### config.mk
export PLATFORM = sky130hd
export DESIGN_NAME = sadc_core
export DESIGN_NICKNAME = d
export VERILOG_FILES = /design/src/hw/sadc_sync.v /design/src/hw/sadc_fifo.v /design/src/hw/sadc_core.v
export VERILOG_INCLUDE_DIRS = /design/src /design/src/pkg
export SDC_FILE = /design/constraint.sdc
export NUM_CORES = 1
export LEC_CHECK = 0
export BUFFER_PORTS_ARGS = -buffer_cell sky130_fd_sc_hd__buf_2
export CAP_MARGIN = 10
export CORE_MARGIN = 2
export CORE_UTILIZATION = 60
export DETAILED_ROUTE_END_ITERATION = 8
export PLACE_DENSITY = 0.78
export SLEW_MARGIN = 20
export SYNTH_ARGS = -nofsm -noshare
export SYNTH_HDL_FRONTEND = slang
export SYNTH_HIERARCHICAL = 1
export SYNTH_SLANG_ARGS = --single-unit
### constraint.sdc
create_clock -name ref_clk -period 3.61 [get_ports ref_clk]
set_clock_uncertainty 0.2 [all_clocks]
set_input_delay 0.361 -clock ref_clk [delete_from_list [all_inputs] [get_ports ref_clk]]
set_output_delay 0.361 -clock ref_clk [all_outputs]
set_load 0.02 [all_outputs]
### src/pkg/sadc_map.vh
// Constants for the serial readout and power-mode block
// Function
// - Rise between edges 2-10: partial power-down
// - From partial, rise before 10: full down
// - No glitch filter on full power-down path
// - Dummy cycle past edge 10 wakes
// - One dummy cycle wakes from partial
// - Hold during partial wake, track after edge
// - Select fall: hold, drive; sample and start in normal mode only
// - 12-bit: 14 clocks, track after 13
// - 12-bit frame ends two zeros, off at 16
// - 10-bit: 12 clocks, four trailing zeros
// - 8-bit: 10 clocks, six trailing zeros
// - Rise after edge 14 drops trailing zeros
// - Select fall gives first leading zero
// - Late select fall still shows zero
// - Rise before edge 2 keeps normal mode
// - Rise edges 10-16 aborts, stays powered
`ifndef SADC_MAP_VH
`define SADC_MAP_VH
`define SADC_MODE_NORMAL 3'h1
`define SADC_MODE_PARTIAL 3'h2
`define SADC_MODE_FULL 3'h4
`define SADC_GLITCH_EDGES 5'h02
`define SADC_POWER_EDGES 5'h0a
`define SADC_FRAME_EDGES 5'h10
`define SADC_LEAD_ZEROS 5'h02
`define SADC_FIFO_DEPTH 8
`define SADC_WAKE_NS 1000
`define SADC_CLK_NS 10
`define SADC_WAKE_CYC ((`SADC_WAKE_NS + `SADC_CLK_NS - 1) / `SADC_CLK_NS)
`endif

### src/hw/sadc_sync.v
// Two-flop synchroniser with edge detection on the second stage output
module sadc_sync (
  input wire ref_clk,
  input wire rst,
  input wire clk_en,
  input wire din,
  input wire init,
  output reg dout,
  output wire rise,
  output wire fall
);
  reg meta;
  reg last;
  always @(posedge ref_clk) begin
    if (rst) begin
      meta <= 1'b0;
      dout <= 1'b0;
      last <= 1'b0;
    end else if (clk_en) begin
      meta <= din;
      dout <= meta;
      last <= dout;
    end
  end
  // Init only matters in the first cycles; reset constant is low, not the idle-high level of the pins
  assign rise = clk_en & dout & ~last & ~init;
  assign fall = clk_en & ~dout & last & ~init;
endmodule // sadc_sync

### src/hw/sadc_fifo.v
// Result FIFO between the converter core and the serial shifter
module sadc_fifo #(
  parameter WIDTH = 12,
  parameter DEPTH = 8,
  parameter AW = 3
) (
  input wire ref_clk,
  input wire rst,
  input wire clk_en,
  input wire in_valid,
  output wire in_ready,
  input wire [WIDTH-1:0] in_data,
  output wire out_valid,
  input wire out_ready,
  output reg [WIDTH-1:0] out_data
);
  reg [WIDTH-1:0] mem [0:DEPTH-1];
  reg [AW-1:0] wr_ptr;
  reg [AW-1:0] rd_ptr;
  reg [AW:0] count;
  wire do_wr;
  wire do_rd;
  assign in_ready = (count != DEPTH[AW:0]);
  assign out_valid = (count != {(AW+1){1'b0}});
  assign do_wr = clk_en & in_valid & in_ready;
  assign do_rd = clk_en & out_valid & out_ready;
  always @(posedge ref_clk) begin
    if (rst) begin
      wr_ptr <= {AW{1'b0}};
      rd_ptr <= {AW{1'b0}};
      count <= {(AW+1){1'b0}};
    end else begin
      if (do_wr) begin
        wr_ptr <= (wr_ptr == DEPTH[AW-1:0] - 1'b1) ? {AW{1'b0}} : wr_ptr + 1'b1;
      end
      if (do_rd) begin
        rd_ptr <= (rd_ptr == DEPTH[AW-1:0] - 1'b1) ? {AW{1'b0}} : rd_ptr + 1'b1;
      end
      if (do_wr & ~do_rd) begin
        count <= count + 1'b1;
      end else if (do_rd & ~do_wr) begin
        count <= count - 1'b1;
      end
    end
  end
  always @(posedge ref_clk) begin
    if (do_wr) begin
      mem[wr_ptr] <= in_data;
    end
  end
  always @* begin
    out_data = mem[rd_ptr];
  end
endmodule // sadc_fifo

### src/hw/sadc_core.v
// Serial readout and power-mode control of a SAR converter
`include "sadc_map.vh"
module sadc_core #(
  parameter RES = 12,
  parameter WAKE_CYC = `SADC_WAKE_CYC
) (
  input wire ref_clk,
  input wire rst,
  input wire clk_en,
  input wire cs_n,
  input wire sclk,
  input wire sample_valid,
  output wire sample_ready,
  input wire [RES-1:0] sample_data,
  output reg ser_dout,
  output reg ser_dout_oe,
  output reg track,
  output reg conv_start,
  output reg [2:0] power_mode,
  output reg analog_on,
  output reg powered
);
  localparam ST_IDLE = 3'h1;
  localparam ST_FRAME = 3'h2;
  localparam ST_DONE = 3'h4;
  localparam [4:0] CONV_EDGES = RES + 2;
  localparam [4:0] TRACK_EDGES = RES + 1;
  localparam [15:0] WAKE_LIM = WAKE_CYC;

  wire cs_s;
  wire cs_rise;
  wire cs_fall;
  wire sclk_s;
  wire sclk_rise;
  wire sclk_fall;
  reg [2:0] state;
  reg [4:0] edges;
  reg [15:0] frame;
  reg [RES-1:0] result;
  reg waking;
  reg hold_wake;
  reg [15:0] wake_cnt;
  reg init;
  reg [1:0] init_cnt;
  wire fifo_valid;
  wire [RES-1:0] fifo_data;
  reg fifo_take;

  // Select idles high; init masks the reset-time rising edge
  sadc_sync u_cs (
    .ref_clk(ref_clk),
    .rst(rst),
    .clk_en(clk_en),
    .din(cs_n),
    .init(init),
    .dout(cs_s),
    .rise(cs_rise),
    .fall(cs_fall)
  );
  sadc_sync u_sclk (
    .ref_clk(ref_clk),
    .rst(rst),
    .clk_en(clk_en),
    .din(sclk),
    .init(init),
    .dout(sclk_s),
    .rise(sclk_rise),
    .fall(sclk_fall)
  );
  sadc_fifo #(
    .WIDTH(RES),
    .DEPTH(`SADC_FIFO_DEPTH),
    .AW(3)
  ) u_fifo (
    .ref_clk(ref_clk),
    .rst(rst),
    .clk_en(clk_en),
    .in_valid(sample_valid),
    .in_ready(sample_ready),
    .in_data(sample_data),
    .out_valid(fifo_valid),
    .out_ready(fifo_take),
    .out_data(fifo_data)
  );

  // Frame word: two zeros, result MSB first, zero fill
  function [15:0] build_frame;
    input [RES-1:0] res;
    begin
      build_frame = 16'h0000;
      build_frame[15-`SADC_LEAD_ZEROS -: RES] = res;
    end
  endfunction

  always @* begin
    fifo_take = 1'b0;
    if (cs_fall && state != ST_FRAME && power_mode == `SADC_MODE_NORMAL) begin
      fifo_take = 1'b1;
    end
  end

  always @(posedge ref_clk) begin
    if (rst) begin
      state <= ST_IDLE;
      edges <= 5'h00;
      frame <= 16'h0000;
      result <= {RES{1'b0}};
      ser_dout <= 1'b0;
      ser_dout_oe <= 1'b0;
      track <= 1'b1;
      conv_start <= 1'b0;
      power_mode <= `SADC_MODE_NORMAL;
      analog_on <= 1'b1;
      powered <= 1'b1;
      waking <= 1'b0;
      hold_wake <= 1'b0;
      wake_cnt <= 16'h0000;
      init <= 1'b1;
      init_cnt <= 2'h3;
    end else if (clk_en) begin
      // Syncs reset low while the pins idle high; mask the false rise that follows
      if (init_cnt != 2'h0) begin
        init_cnt <= init_cnt - 2'h1;
      end
      init <= (init_cnt > 2'h1);
      conv_start <= 1'b0;
      if (wake_cnt != 16'h0000) begin
        wake_cnt <= wake_cnt - 16'h0001;
        if (wake_cnt == 16'h0001) begin
          powered <= 1'b1;
        end
      end
      case (state)
        ST_IDLE, ST_DONE: begin
          if (cs_fall) begin
            // Hold, drive first leading zero; sample and start in normal mode only
            state <= ST_FRAME;
            edges <= 5'h00;
            ser_dout <= 1'b0;
            ser_dout_oe <= 1'b1;
            conv_start <= (power_mode == `SADC_MODE_NORMAL);
            if (power_mode == `SADC_MODE_NORMAL) begin
              track <= 1'b0;
              result <= fifo_valid ? fifo_data : {RES{1'b0}};
              frame <= build_frame(fifo_valid ? fifo_data : {RES{1'b0}});
              waking <= 1'b0;
            end else begin
              frame <= 16'h0000;
              waking <= 1'b1;
              hold_wake <= (power_mode == `SADC_MODE_PARTIAL);
              analog_on <= 1'b1;
              track <= 1'b0;
            end
          end
        end
        ST_FRAME: begin
          if (hold_wake && (sclk_rise || sclk_fall)) begin
            track <= 1'b1;
            hold_wake <= 1'b0;
          end
          if (sclk_fall && !cs_rise) begin
            edges <= edges + 5'h01;
            frame <= {frame[14:0], 1'b0};
            ser_dout <= frame[14];
            if (edges + 5'h01 == `SADC_FRAME_EDGES) begin
              ser_dout_oe <= 1'b0;
              ser_dout <= 1'b0;
              state <= ST_DONE;
            end
            if (edges + 5'h01 == `SADC_POWER_EDGES && waking) begin
              // Staying low past edge 10 completes the wake
              waking <= 1'b0;
              power_mode <= `SADC_MODE_NORMAL;
              if (power_mode == `SADC_MODE_FULL) begin
                wake_cnt <= WAKE_LIM;
              end else begin
                powered <= 1'b1;
              end
            end
          end
          if (sclk_rise && !waking && edges == TRACK_EDGES) begin
            track <= 1'b1;
          end
          if (cs_rise) begin
            // Any select rise ends the frame; no further clocks needed
            state <= ST_IDLE;
            ser_dout_oe <= 1'b0;
            ser_dout <= 1'b0;
            track <= 1'b1;
            hold_wake <= 1'b0;
            if (edges < `SADC_POWER_EDGES) begin
              if (power_mode != `SADC_MODE_NORMAL) begin
                // No glitch filter on the path from partial
                power_mode <= `SADC_MODE_FULL;
                analog_on <= 1'b0;
                powered <= 1'b0;
                waking <= 1'b0;
                wake_cnt <= 16'h0000;
              end else if (edges >= `SADC_GLITCH_EDGES) begin
                power_mode <= `SADC_MODE_PARTIAL;
                analog_on <= 1'b1;
                powered <= 1'b0;
              end
            end
          end
        end
        default: begin
          state <= ST_IDLE;
        end
      endcase
    end
  end
endmodule // sadc_core

# After elaboration in Yosys (flattened, before gate mapping)
# Memories as Yosys holds them, arrays and structs flattened. A register that Yosys moved wholly into a read port is not among the register bits.
# Index checks and enable logic that the tools add are counted.
# totals
ram_bits,96
wordCells,193
regBits,69
output_inout_bits,10
input_bits,18
n_memories,1
# op_classes
magnitude_cmp,3
add_sub_neg,7
reduce_logical,26
eq_ne,25
muxes,82
bitwise_logic,25
# memory_table
memory,words,width,rd,rd_clocked_by_memory_dff,write_ports,line_no,text
u_fifo.mem,8,12,1,1,1,sadc_fifo.v:17,reg [WIDTH-1:0] mem [0:DEPTH-1];
# op_table
op,n
16-bit two-way mux,8
1-bit two-way mux,43
3-bit two-way mux,14
15-bit two-way mux,2
15-bit one-hot mux with 2 select lines,1
1-bit bitwise AND,18
16-bit by 1-bit equality test with 1-bit output (second input constant),1
4-bit AND reduction,4
16-bit nonzero test,1
16-bit by 1-bit subtractor with 16-bit output (second input constant),1
14-bit two-way mux,1
3-bit equality test (second input constant),4
12-bit two-way mux,1
3-bit inequality test (second input constant),4
1-bit one-hot mux with 2 select lines,6
5-bit by 4-bit equality test with 1-bit output (second input constant),2
5-bit two-way mux,2
2-bit inequality test (second input constant),5
5-bit one-hot mux with 2 select lines,1
5-bit AND reduction,2
4-bit two-way mux,2
4-bit inequality test (second input constant),2
1-bit logical AND,7
1-bit inverter,7
other kinds (22),29

# Logic depth before layout (Yosys ltp)
# Gate-level depths: netlist of run 1.
# logic_depth
depth_word,11
depth_mapped,12

# Hierarchy
# Netlist of run 1, hierarchy kept.
# by_module_without_submodules
mod,area_per_inst_um2,instances,cells_each
sadc_fifo,4281.6,1,213
sadc_core,2778.9,1,320
sadc_sync,126.4,2,11

# Worst setup path after synthesis of run 1
# No wires, ideal clock.
# synth_path
path_kind,flip-flop to flip-flop
startpoint,register power_mode[0]
endpoint,register u_fifo.count[3]
n_path_buf,1
slack_ns,0.605
setup_time_ns,0.121
stages_incl_launch_ff,13
synth_period_minus_slack_ns,3.005
arrival_ns,2.684
t_required_ns,3.289
cell_sequence,dfxtp_1 > nor3b_2 > and3_1 > and3_4 > buf_6 > inv_2 > ha_1 > inv_1 > ha_1 > a21oi_1 > a211oi_1 > a31oi_1 > mux2_2
# synth_via
elab_chain_cells,7
# synth_lines
item,line_no,text
from (decl),sadc_core.v:19,"output reg [2:0] power_mode,"
from (signal assigned),sadc_core.v:112,power_mode <= `SADC_MODE_NORMAL;
from (signal assigned),sadc_core.v:173,power_mode <= `SADC_MODE_NORMAL;
from (signal assigned),sadc_core.v:194,power_mode <= `SADC_MODE_FULL;
3-bit by 1-bit equality test with 1-bit output (no source line) (*),-,
1-bit logical AND (no source line) (*),-,
1-bit two-way mux (*),sadc_core.v:97,if (cs_fall && state != ST_FRAME && power_mode == `SADC_MODE_NORMAL) begin
net fifo_take,sadc_core.v:47,reg fifo_take;
1-bit bitwise AND (*),sadc_fifo.v:26,assign do_rd = clk_en & out_valid & out_ready;
1-bit inverter,sadc_fifo.v:39,if (do_wr & ~do_rd) begin
1-bit bitwise AND,sadc_fifo.v:39,
4-bit two-way mux / 2-bit nonzero test (equally long branches),-,
to (signal assigned),sadc_fifo.v:31,count <= {(AW+1){1'b0}};
to (signal assigned),sadc_fifo.v:40,count <= count + 1'b1;
to (signal assigned),sadc_fifo.v:42,count <= count - 1'b1;
to (decl),sadc_fifo.v:20,reg [AW:0] count;
# Mark *: on every way through the listed nets, which the timed path passes. The rest lies on a longest branch.
# A chain may end at the register's enable or synchronous reset.

# Final worst setup path of run 1
# layout_path
startpoint,register state[1]
endpoint,register u_fifo.count[3]
# layout_via
elab_chain_cells,8
# layout_lines
item,line_no,text
from (decl),sadc_core.v:36,reg [2:0] state;
from (signal assigned),sadc_core.v:104,state <= ST_IDLE;
from (signal assigned),sadc_core.v:137,state <= ST_FRAME;
from (signal assigned),sadc_core.v:168,state <= ST_DONE;
3-bit by 2-bit inequality test with 1-bit output (*),sadc_core.v:97,
1-bit logical AND (*),sadc_core.v:97,
1-bit logical AND (no source line) (*),-,
1-bit two-way mux (*),sadc_core.v:97,
net fifo_take,sadc_core.v:47,
1-bit bitwise AND (*),sadc_fifo.v:26,
1-bit inverter,sadc_fifo.v:39,
1-bit bitwise AND,sadc_fifo.v:39,
4-bit two-way mux / 2-bit nonzero test (equally long branches),-,
# Marks and branches as above.

==> metrics.txt, run 1 <==
Syn Area/Cell 13.18 um^2; routed wire length 14090 um; largest family of logic cells by synthesized area simple AND/OR/NAND/NOR gates; largest net degree at the start of global routing 36; Critical Path Source Type flop; cells along the critical path or3b_4 > and3_1 > and3_4 > inv_2 > ha_1 > inv_1 > ha_1 > a21oi_1 > a211oi_1 > a31oi_1 > mux2_2; clk slew on worst S/H paths roughly 0.070 ns; P_leak 2.972 nW; first drt pass iteration count 5; RSZ-0062 raised after global routing no; 1st-iter DRT viols 329; Synth Area in Adders 2.840%; Setup WS pre-CTS 0.5712 ns; TritonCTS clock tree yes; Hold EP u_fifo/mem[2][1]; RR Startpoint state[1]; hold_sp sample_data[1]; H-tree depth 4; async set-reset flop share out of synthesis 0%; overall global routing resource usage 23.44%; Final nets around 640; fin. max-slew vios 0; initial antenna violation count 0; global-route wire length before repair 23230 um; synth warn 6; Worst R2R Setup Slack 0.54 ns; commonest non-fill, non-tap cell in the layout edfxtp_1; Fin. Hold Viols 0; hold crit path type in -> reg; vias per inst 6.111; Pwr Density 587.3 mW/mm^2; layout cell share with drive strength beyond 1 23.30%; setup_tns 0 ns; area of the mapped netlist 0.007313 mm^2; die width 114.4 um; simple logic cell fraction of the synthesized area 13.89%; r2r endpoint u_fifo/count[3]; RePlAce Congestion 0.8912; CTS Buf Count 17; Slew @ Worst Pin around 0.81 ns; largest cells by area after synthesis edfxtp_1 39%, dfxtp_1 19%, mux4_2 7.4%; core area 0.01196 mm^2; most frequent CP cell ha_1; final setup fails 0; post-cts resize count 0; share of the synthesized area in the top cell type 39.42%; outcome finished clean; number of fillers in the final layout about 820; CP arrival 3.19 ns; clock sink count 166; delay-heaviest family, CP simple AND/OR/NAND/NOR gates; Crit path largest cell delay 0.47 ns; mux share of post-synthesis cell area 11.45%; post-synthesis cell count 555; fin crit period 3.072 ns; post-DP HPWL approximately 9000 um; Clock Tree Buf Depth 2; Final ANT Viol Nets 0; critical path class reg -> reg; clk_lat worst skew about 0.42 ns; number of synthesized flops with an enable pin 96; final worst slack 0.5385 ns; critical path's slowest cell or3b_4; R2R cell count 11; CP Max Fanout 8; Port Buffers 27; leading area contributor after synthesis edfxtp_1; Row Count 40; Slew HR between 40% and 50%; syn nets 589; post-synthesis xor/xnor area fraction 1.796%; hold path depth 1; Starting Density 61.14%; Clock Tree Root clkbuf_16; routed wirelength normalized by instance count 18.42 um; maxcap violations 0; Seq/Total Area, Yosys just under 60%; Netlist cell types 76; total congestion overflow 0; post-synthesis compound-gate area fraction 8.811%; crit end category flop; fin crit share between 80% and 90%; maximum achievable frequency between 300 and 400 MHz; Remaining DRCs 0; Critical Path RT 3.72 ns; ys flop type edfxtp_1; Total Power 0.004918 W; Layout area overhead 14.49%; vias in the first global route 4645; I/O Pins 28; Max VDD drop 0.5766 mV; most frequent cells in the layout 96 x edfxtp_1, 70 x dfxtp_1, 53 x nor2_1; Yosys reg bits 166; CP Buf/Inv Count 2; via count 4675; Diodes inserted 0; Die H 114.4 um; die area 0.01309 mm^2
timing repair:
item,in CTS,in global routing
hold endpoints to repair,84,0
setup buffers,0,0
hold buffers,13,0
report_power, final:
group	leakage [nW]	total [W]	switching (W)	internal (W)
Clock	0.300	0.00187	0.000756	0.00111
Sequential	1.44	0.00222	0.000117	0.00211
Combinational	1.24	0.000827	0.000488	0.000339
synthesized netlist by cell type, types with 3 or more instances:
cell        n
and3_1      8
nor2_2     11
o21ai_1     5
a221oi_1   11
a221oi_2    4
edfxtp_1   96
nand2b_1    6
buf_1       3
o2111ai_1   3
a211oi_1    5
clkbuf_1   13
a31oi_1     3
xor2_1     10
nor2_1     53
nor2b_1     3
dfxtp_1    70
and4bb_1    4
nand3_1     7
a21oi_1    18
mux2_2     13
nor3_1     21
xnor2_1     5
mux2i_1    15
nand4_1    10
o21ai_0    11
mux4_2     24
nor4_1      6
buf_2       4
o31ai_1     5
o21a_1      4
buf_6       4
nand2_1    20
ha_1       15
inv_1      14
how the worst max path moves through the flow:
| stage | start | end | slack (ns) | depth (start not counted) |
|---|---|---|---|---|
| after floorplan | power_mode[0] | u_fifo/count[3] | 0.60 | 12 |
| after global placement | clk_en | u_fifo/count[3] | 0.65 | 12 |
| after detailed placement | clk_en | u_fifo/count[3] | 0.57 | 12 |
| after CTS | state[1] | u_fifo/count[3] | 0.60 | 11 |
| after global routing | u_fifo/count[1] | u_fifo/count[3] | 0.36 | 11 |
| final | state[1] | u_fifo/count[3] | 0.54 | 11 |
cell type report:
cell class                 count  area (um^2)  area share (%)
sequential                   166         4284           51.17
inverter                      16        60.06          0.7173
clock inverter                14        187.7           2.241
timing repair buffer          56        385.4           4.603
multi-input combinational    348         2843           33.95
clock buffer                  18        429.2           5.126
tap                          147        183.9           2.197
metrics by stage:
step / util, % / area, um^2 / instances / hold slack, ns
4_1_cts: 70.00 / 8373 / 765 / 0.007623
2_1_floorplan: - / 7313 / 555 / 0.2320
3_5_place_dp: 63.76 / 7626 / 720 / 0.2532
3_3_place_gp: 63.76 / 7626 / 720 / 0.2551
6_report: 70.00 / 8373 / 765 / 0.02291
5_1_grt: 70.00 / 8373 / 765 / 0.01901
flip-flops by register name, indices dropped and copies added, names as in the netlist, 2 cells and up, named ones only:
name	cells
power_mode	3
init_cnt	2
u_fifo/wr_ptr	3
state	3
frame	13
wake_cnt	16
u_fifo/count	4
u_fifo/rd_ptr	3
u_fifo/mem	96
edges	5
per-layer routing:
metal | global-route usage (%) | up-vias | routed length (um)
met3 | 6.353 | 14 | 655
li1 | - | 2237 | -
met2 | 40.00 | 122 | 7362
met4 | 7.398 | 0 | 152
met1 | 29.23 | 2302 | 5919
met5 | 0 | - | 0
logic make-up after synthesis:
| kind of cell | after synthesis |
|---|---|
| AOI/OAI and AO/OA | 89 |
| DFF | 166 |
| adders and majority gates | 16 |
| buffers and inverters | 41 |
| muxes | 52 |
| and+or+nand+nor | 176 |
| xor gates and xnor gates | 15 |
Power figures use the tool's default switching activity.
==> run 2: changes to the inputs <==
--- a/config.mk
+++ b/config.mk
@@ -11,6 +11,7 @@
 export CORE_MARGIN = 2
 export CORE_UTILIZATION = 60
 export DETAILED_ROUTE_END_ITERATION = 8
+export HOLD_SLACK_MARGIN = 0.05
 export PLACE_DENSITY = 0.78
 export SLEW_MARGIN = 20
 export SYNTH_ARGS = -nofsm -noshare
==> run 2 against run 1 <==
Effect of this change: largest cell class unchanged; routed wire length hardly changed; count of clock-buffer cells in the layout stayed put; via count is 0.75% lower; cell area is 0.12% higher.
==> metrics.txt, run 2 (synthesis gave the netlist of run 1 again) <==
outcome finished clean; Die H 114.4 um (unchanged); Port Buffers 27 (unchanged); I/O Pins 28 (unchanged); 1st-iter DRT viols 318 (-3.3%); Critical Path RT 3.72 ns (about the same); clk_lat worst skew 0.42 ns (about the same); Clock Tree Root clkbuf_16; CTS Hold Bufs 14 (+1); vias per inst 6.057 (-0.88%); Clock Tree Buf Depth 2 (unchanged); largest net degree at the start of global routing 36 (unchanged); WHS 0.1091 ns (+0.08620 ns); Largest regs u_fifo/mem: 96 flops, wake_cnt: 16 flops, frame: 13 flops; clk slew on worst S/H paths 0.06 ns (about the same); CTS Buf Count 17 (unchanged); routed wirelength normalized by instance count 18.40 um (-0.10%); core area 0.01196 mm^2 (unchanged); clock sink count 166 (unchanged); Slew HR 47.09% (+1.2 points); most frequent CP cell ha_1; routed wire length 14090 um (about the same); Remaining DRCs 0 (unchanged); crit end category flop; die area 0.01309 mm^2 (unchanged); Design Area, Final 0.008383 mm^2 (+0.12%); Final nets 640 (+0.16%); RePlAce Congestion 0.8912 (unchanged); Starting Density 61.14% (unchanged); setup_tns 0 ns (unchanged); Slew @ Worst Pin 0.7884 ns (-0.01832 ns); via count 4640 (-0.75%); Critical Path Source Type flop; maximum achievable frequency 325.3 MHz (about the same); CP arrival 3.19 ns (about the same); first drt pass iteration count 5 (unchanged); fin. max-slew vios 0 (unchanged); Setup Buffers After CTS 0 (unchanged); Fin. Hold Viols 0 (unchanged); RSZ-0062 raised after global routing no; P_leak 2.976 nW (+0.14%); Total Power 0.004917 W (about the same); fin crit share 85.16% (about the same); vias in the first global route 4647 (+0.043%); most frequent cells in the layout 96 x edfxtp_1, 70 x dfxtp_1, 53 x nor2_1; CP Buf/Inv Count 2 (unchanged); CP Max Fanout 8 (unchanged); post-DP HPWL 9038 um (unchanged); global-route wire length before repair 23250 um (about the same); layout cell share with drive strength beyond 1 23.26% (-0.038 points); most flop-heavy register u_fifo/mem; delay-heaviest family, CP simple AND/OR/NAND/NOR gates; fin crit period 3.074 ns (+0.002657 ns); maxcap violations 0 (unchanged); Row Count 40 (unchanged); Pwr Density 586.6 mW/mm^2 (-0.13%); final setup fails 0 (unchanged); max reg flops 96 (unchanged); Diodes inserted 0 (unchanged); overall global routing resource usage 23.46% (about the same); post-cts resize count 0 (unchanged); die width 114.4 um (unchanged); Crit path largest cell delay 0.47 ns (about the same); placed cell area 0.007626 mm^2 (unchanged); initial antenna violation count 0 (unchanged); total congestion overflow 0 (unchanged); critical path's slowest cell or3b_4; Final ANT Viol Nets 0 (unchanged); commonest non-fill, non-tap cell in the layout edfxtp_1; hold crit path type in -> reg; Layout area overhead 14.63%; Max VDD drop 0.5768 mV (about the same); TritonCTS clock tree yes; critical path class reg -> reg; cells along the critical path or3b_4 > and3_1 > and3_4 > inv_2 > ha_1 > inv_1 > ha_1 > a21oi_1 > a211oi_1 > a31oi_1 > mux2_2; H-tree depth 4 (unchanged)
## run 2: power breakdown
part | total, W | internal (W) | switching (W) | leakage [nW]
Clock | 0.00187 | 0.00111 | 0.000755 | 0.300
Combinational | 0.000828 | 0.000340 | 0.000488 | 1.24
Sequential | 0.00222 | 0.00211 | 0.000117 | 1.44
## run 2: layout make-up
type / count / area (um^2)
clock buffer: 18 / 429.2
inverter: 16 / 60.06
fill: 820 / 3578
multi-input combinational: 348 / 2843
clock inverter: 14 / 187.7
tap: 147 / 183.9
sequential: 166 / 4284
timing repair buffer: 57 / 395.4
## run 2: final timing paths
path | from | to | slack, ns | cells past startpoint
max | state[1] | u_fifo/count[3] | 0.54 | 11
min | rst | u_sclk/last | 0.11 | 2
max reg2reg | state[1] | u_fifo/count[3] | 0.54 | 11
min reg2reg | analog_on | analog_on | 0.26 | 2
## run 2: per-stage QoR
step,std cells,setup slack (ns),utilization [%]
global placement,720,0.6545,63.76
finish,766,0.5358,70.08
floorplan,555,0.6048,-
global route,766,0.3640,70.08
detailed placement,720,0.5712,63.76
CTS,766,0.6009,70.08
## run 2: metal layers
metal  share of wire [%]  GRT usage [%]
met1                  42          29.27
met3                 4.1          6.353
met5                   0              0
met2                  52          40.00
met4                 1.1          7.398
==> run 3: changes to the inputs <==
--- a/config.mk
+++ b/config.mk
@@ -6,13 +6,15 @@
 export SDC_FILE = /design/constraint.sdc
 export NUM_CORES = 1
 export LEC_CHECK = 0
-export BUFFER_PORTS_ARGS = -buffer_cell sky130_fd_sc_hd__buf_2
 export CAP_MARGIN = 10
+export CELL_PAD_IN_SITES_DETAIL_PLACEMENT = 1
+export CELL_PAD_IN_SITES_GLOBAL_PLACEMENT = 1
 export CORE_MARGIN = 2
-export CORE_UTILIZATION = 60
+export CORE_UTILIZATION = 53
 export DETAILED_ROUTE_END_ITERATION = 8
+export DONT_BUFFER_PORTS = 1
 export HOLD_SLACK_MARGIN = 0.05
-export PLACE_DENSITY = 0.78
+export PLACE_DENSITY_LB_ADDON = 0.1
 export SLEW_MARGIN = 20
 export SYNTH_ARGS = -nofsm -noshare
 export SYNTH_HDL_FRONTEND = slang
==> run 3 against run 2 <==
Effect of this change: non-clock buffer count is 24 lower; maximum frequency fell by 10%; cell area shrank 1.3%; sequential power barely moved; setup slack got worse by 0.35 ns; total power is 3.0% lower; critical path depth decreased by 5; combinational power grew 0.7%; utilization down 8.1 points; register-to-register slack got worse by 0.15 ns; via count decreased by 0.32%; largest cell class unchanged; largest power group unchanged.
==> metrics.txt, run 3 (synthesis gave the netlist of run 1 again) <==
total congestion overflow 0 (unchanged); CP arrival 3.60 ns (+0.41 ns); delay-heaviest family, CP buffers and inverters; Layout Utilization 61.96% (-8.1 points); critical path class in -> reg; maximum achievable frequency 292.3 MHz (-10%); maxcap violations 0 (unchanged); Largest regs u_fifo/mem: 96 flops, wake_cnt: 16 flops, frame: 13 flops; Die H 121.5 um (+6.2%); crit end category flop; Starting Density 54.79% (-6.4 points); DRT met1 WL 6974 um (+17%); clock sink count 166 (unchanged); final setup fails 0 (unchanged); layout cell share with drive strength beyond 1 18.86% (-4.4 points); TritonCTS clock tree yes; Port Buffers 0 (-100%); first drt pass iteration count 4 (-1); Pwr Density 576.5 mW/mm^2 (-1.7%); clk_lat worst skew 0.43 ns (about the same); most frequent CP cell dlygate4sd3_1; Clock Tree Buf Depth 2 (unchanged); Setup Buffers After CTS 0 (unchanged); Diodes inserted 0 (unchanged); Crit path largest cell delay 1.13 ns (+0.66 ns); Max VDD drop 0.3764 mV (-35%); P_leak 2.846 nW (-4.4%); die width 121.5 um (+6.2%); Critical Path Source Type input pin; core area 0.01335 mm^2 (+12%); CTS Hold Bufs 21 (+7); CP Max Fanout 21 (+13); commonest non-fill, non-tap cell in the layout edfxtp_1; Slew HR 40.07% (-7.0 points); vias in the first global route 5014 (+7.9%); critical path depth 6 (-5); via count 4625 (-0.32%); outcome finished clean; fin. max-slew vios 0 (unchanged); Slew @ Worst Pin 0.8960 ns (+0.1076 ns); die area 0.01475 mm^2 (+13%); Final ANT Viol Nets 0 (unchanged); initial antenna violation count 0 (unchanged); fin crit share 94.77% (+9.6 points); CTS Buf Count 17 (unchanged); fin crit period 3.421 ns (+0.3471 ns); Clock Tree Root clkbuf_16; post-cts resize count 0 (unchanged); hold crit path type in -> reg; I/O Pins 28 (unchanged); global-route wire length before repair 26390 um (+14%); WL met3 687 um (+18%); cells along the critical path dlygate4sd3_1 > nand2_1 > nor3_2 > nor2_4 > a221oi_2 > dlygate4sd3_1; vias per inst 6.006 (-0.84%); max reg flops 96 (unchanged); largest net degree at the start of global routing 52 (+44%); Row Count 42 (+5.0%); CP Buf/Inv Count 2 (unchanged); H-tree depth 4 (unchanged); post-DP HPWL 9936 um (+9.9%); Fin. Hold Viols 0 (unchanged); hold path depth 3 (+1); Final nets 616 (-3.8%); routed wirelength normalized by instance count 21.16 um (+15%); Total Power 0.004768 W (-3.0%); 1st-iter DRT viols 286 (-10%); setup_tns 0 ns (unchanged); Critical Path RT 3.78 ns (+0.06 ns); routed wire length 16300 um (+16%); RePlAce Congestion 0.8001 (-10%); Remaining DRCs 0 (unchanged); R2R cell count 11 (unchanged); overall global routing resource usage 23.87% (+0.41 points); clk slew on worst S/H paths 0.07 ns (about the same); RSZ-0062 raised after global routing no; highest metal used met4; Layout area overhead 13.09%; most flop-heavy register u_fifo/mem; critical path's slowest cell dlygate4sd3_1; most frequent cells in the layout 96 x edfxtp_1, 70 x dfxtp_1, 53 x nor2_1; Met2 Routed Length 8408 um (+14%)
[run 3: changes by cell type in the layout (fill, tap and decap cells not counted), sizes merged]
cell / before / now
dlygate4sd3: 14 / 20
inv: 23 / 22
clkbuf: 18 / 20
clkinv: 3 / 1
bufinv: 3 / 1
clkinvlp: 1 / 3
buf: 43 / 13
[run 3: worst paths after layout]
check,startpoint,to,slack (ns)
setup / recovery,clk_en,edges[2],0.19
hold / removal,clk_en,flop,0.18
setup reg to reg,u_fifo/count[1],u_fifo/count[3],0.39
hold reg to reg,frame[2],frame[2],0.27
[run 3: area by class of cell]
type / instances / area (um^2)
tap: 176 / 220.2
inverter: 16 / 60.06
timing repair buffer: 33 / 310.3
sequential: 166 / 4284
multi-input combinational: 348 / 2843
clock buffer: 20 / 436.7
clock inverter: 11 / 116.4
fill: 1305 / 5077
[run 3: stage by stage]
stage / cells / area, um^2 / setup slack [ns] / hold slack (ns)
4_1_cts: 770 / 8270 / 0.3170 / 0.1585
3_3_place_gp: 718 / 7497 / 0.6303 / 0.2369
3_5_place_dp: 718 / 7497 / 0.4282 / 0.2343
2_1_floorplan: 555 / 7313 / 0.6048 / 0.2320
6_report: 770 / 8270 / 0.1887 / 0.1849
5_1_grt: 770 / 8270 / 0.03659 / 0.2004
[run 3: power breakdown]
group	internal (W)	total (W)	switching (W)
Clock	0.000963	0.00171	0.000751
Combinational	0.000335	0.000834	0.000499
Sequential	0.00211	0.00222	0.000113
[run 3: worst min-delay path: cells and delay by family]
family / cells / cell delay [ns]
mux: 1 / 0.12
simple gates: 2 / 0.28
[run 3: per-layer routing]
metal	vias to the layer above	global-route usage [%]
met1	2332	29.88
met5	-	0
met3	16	5.263
li1	2182	-
met4	0	7.830
met2	95	41.19
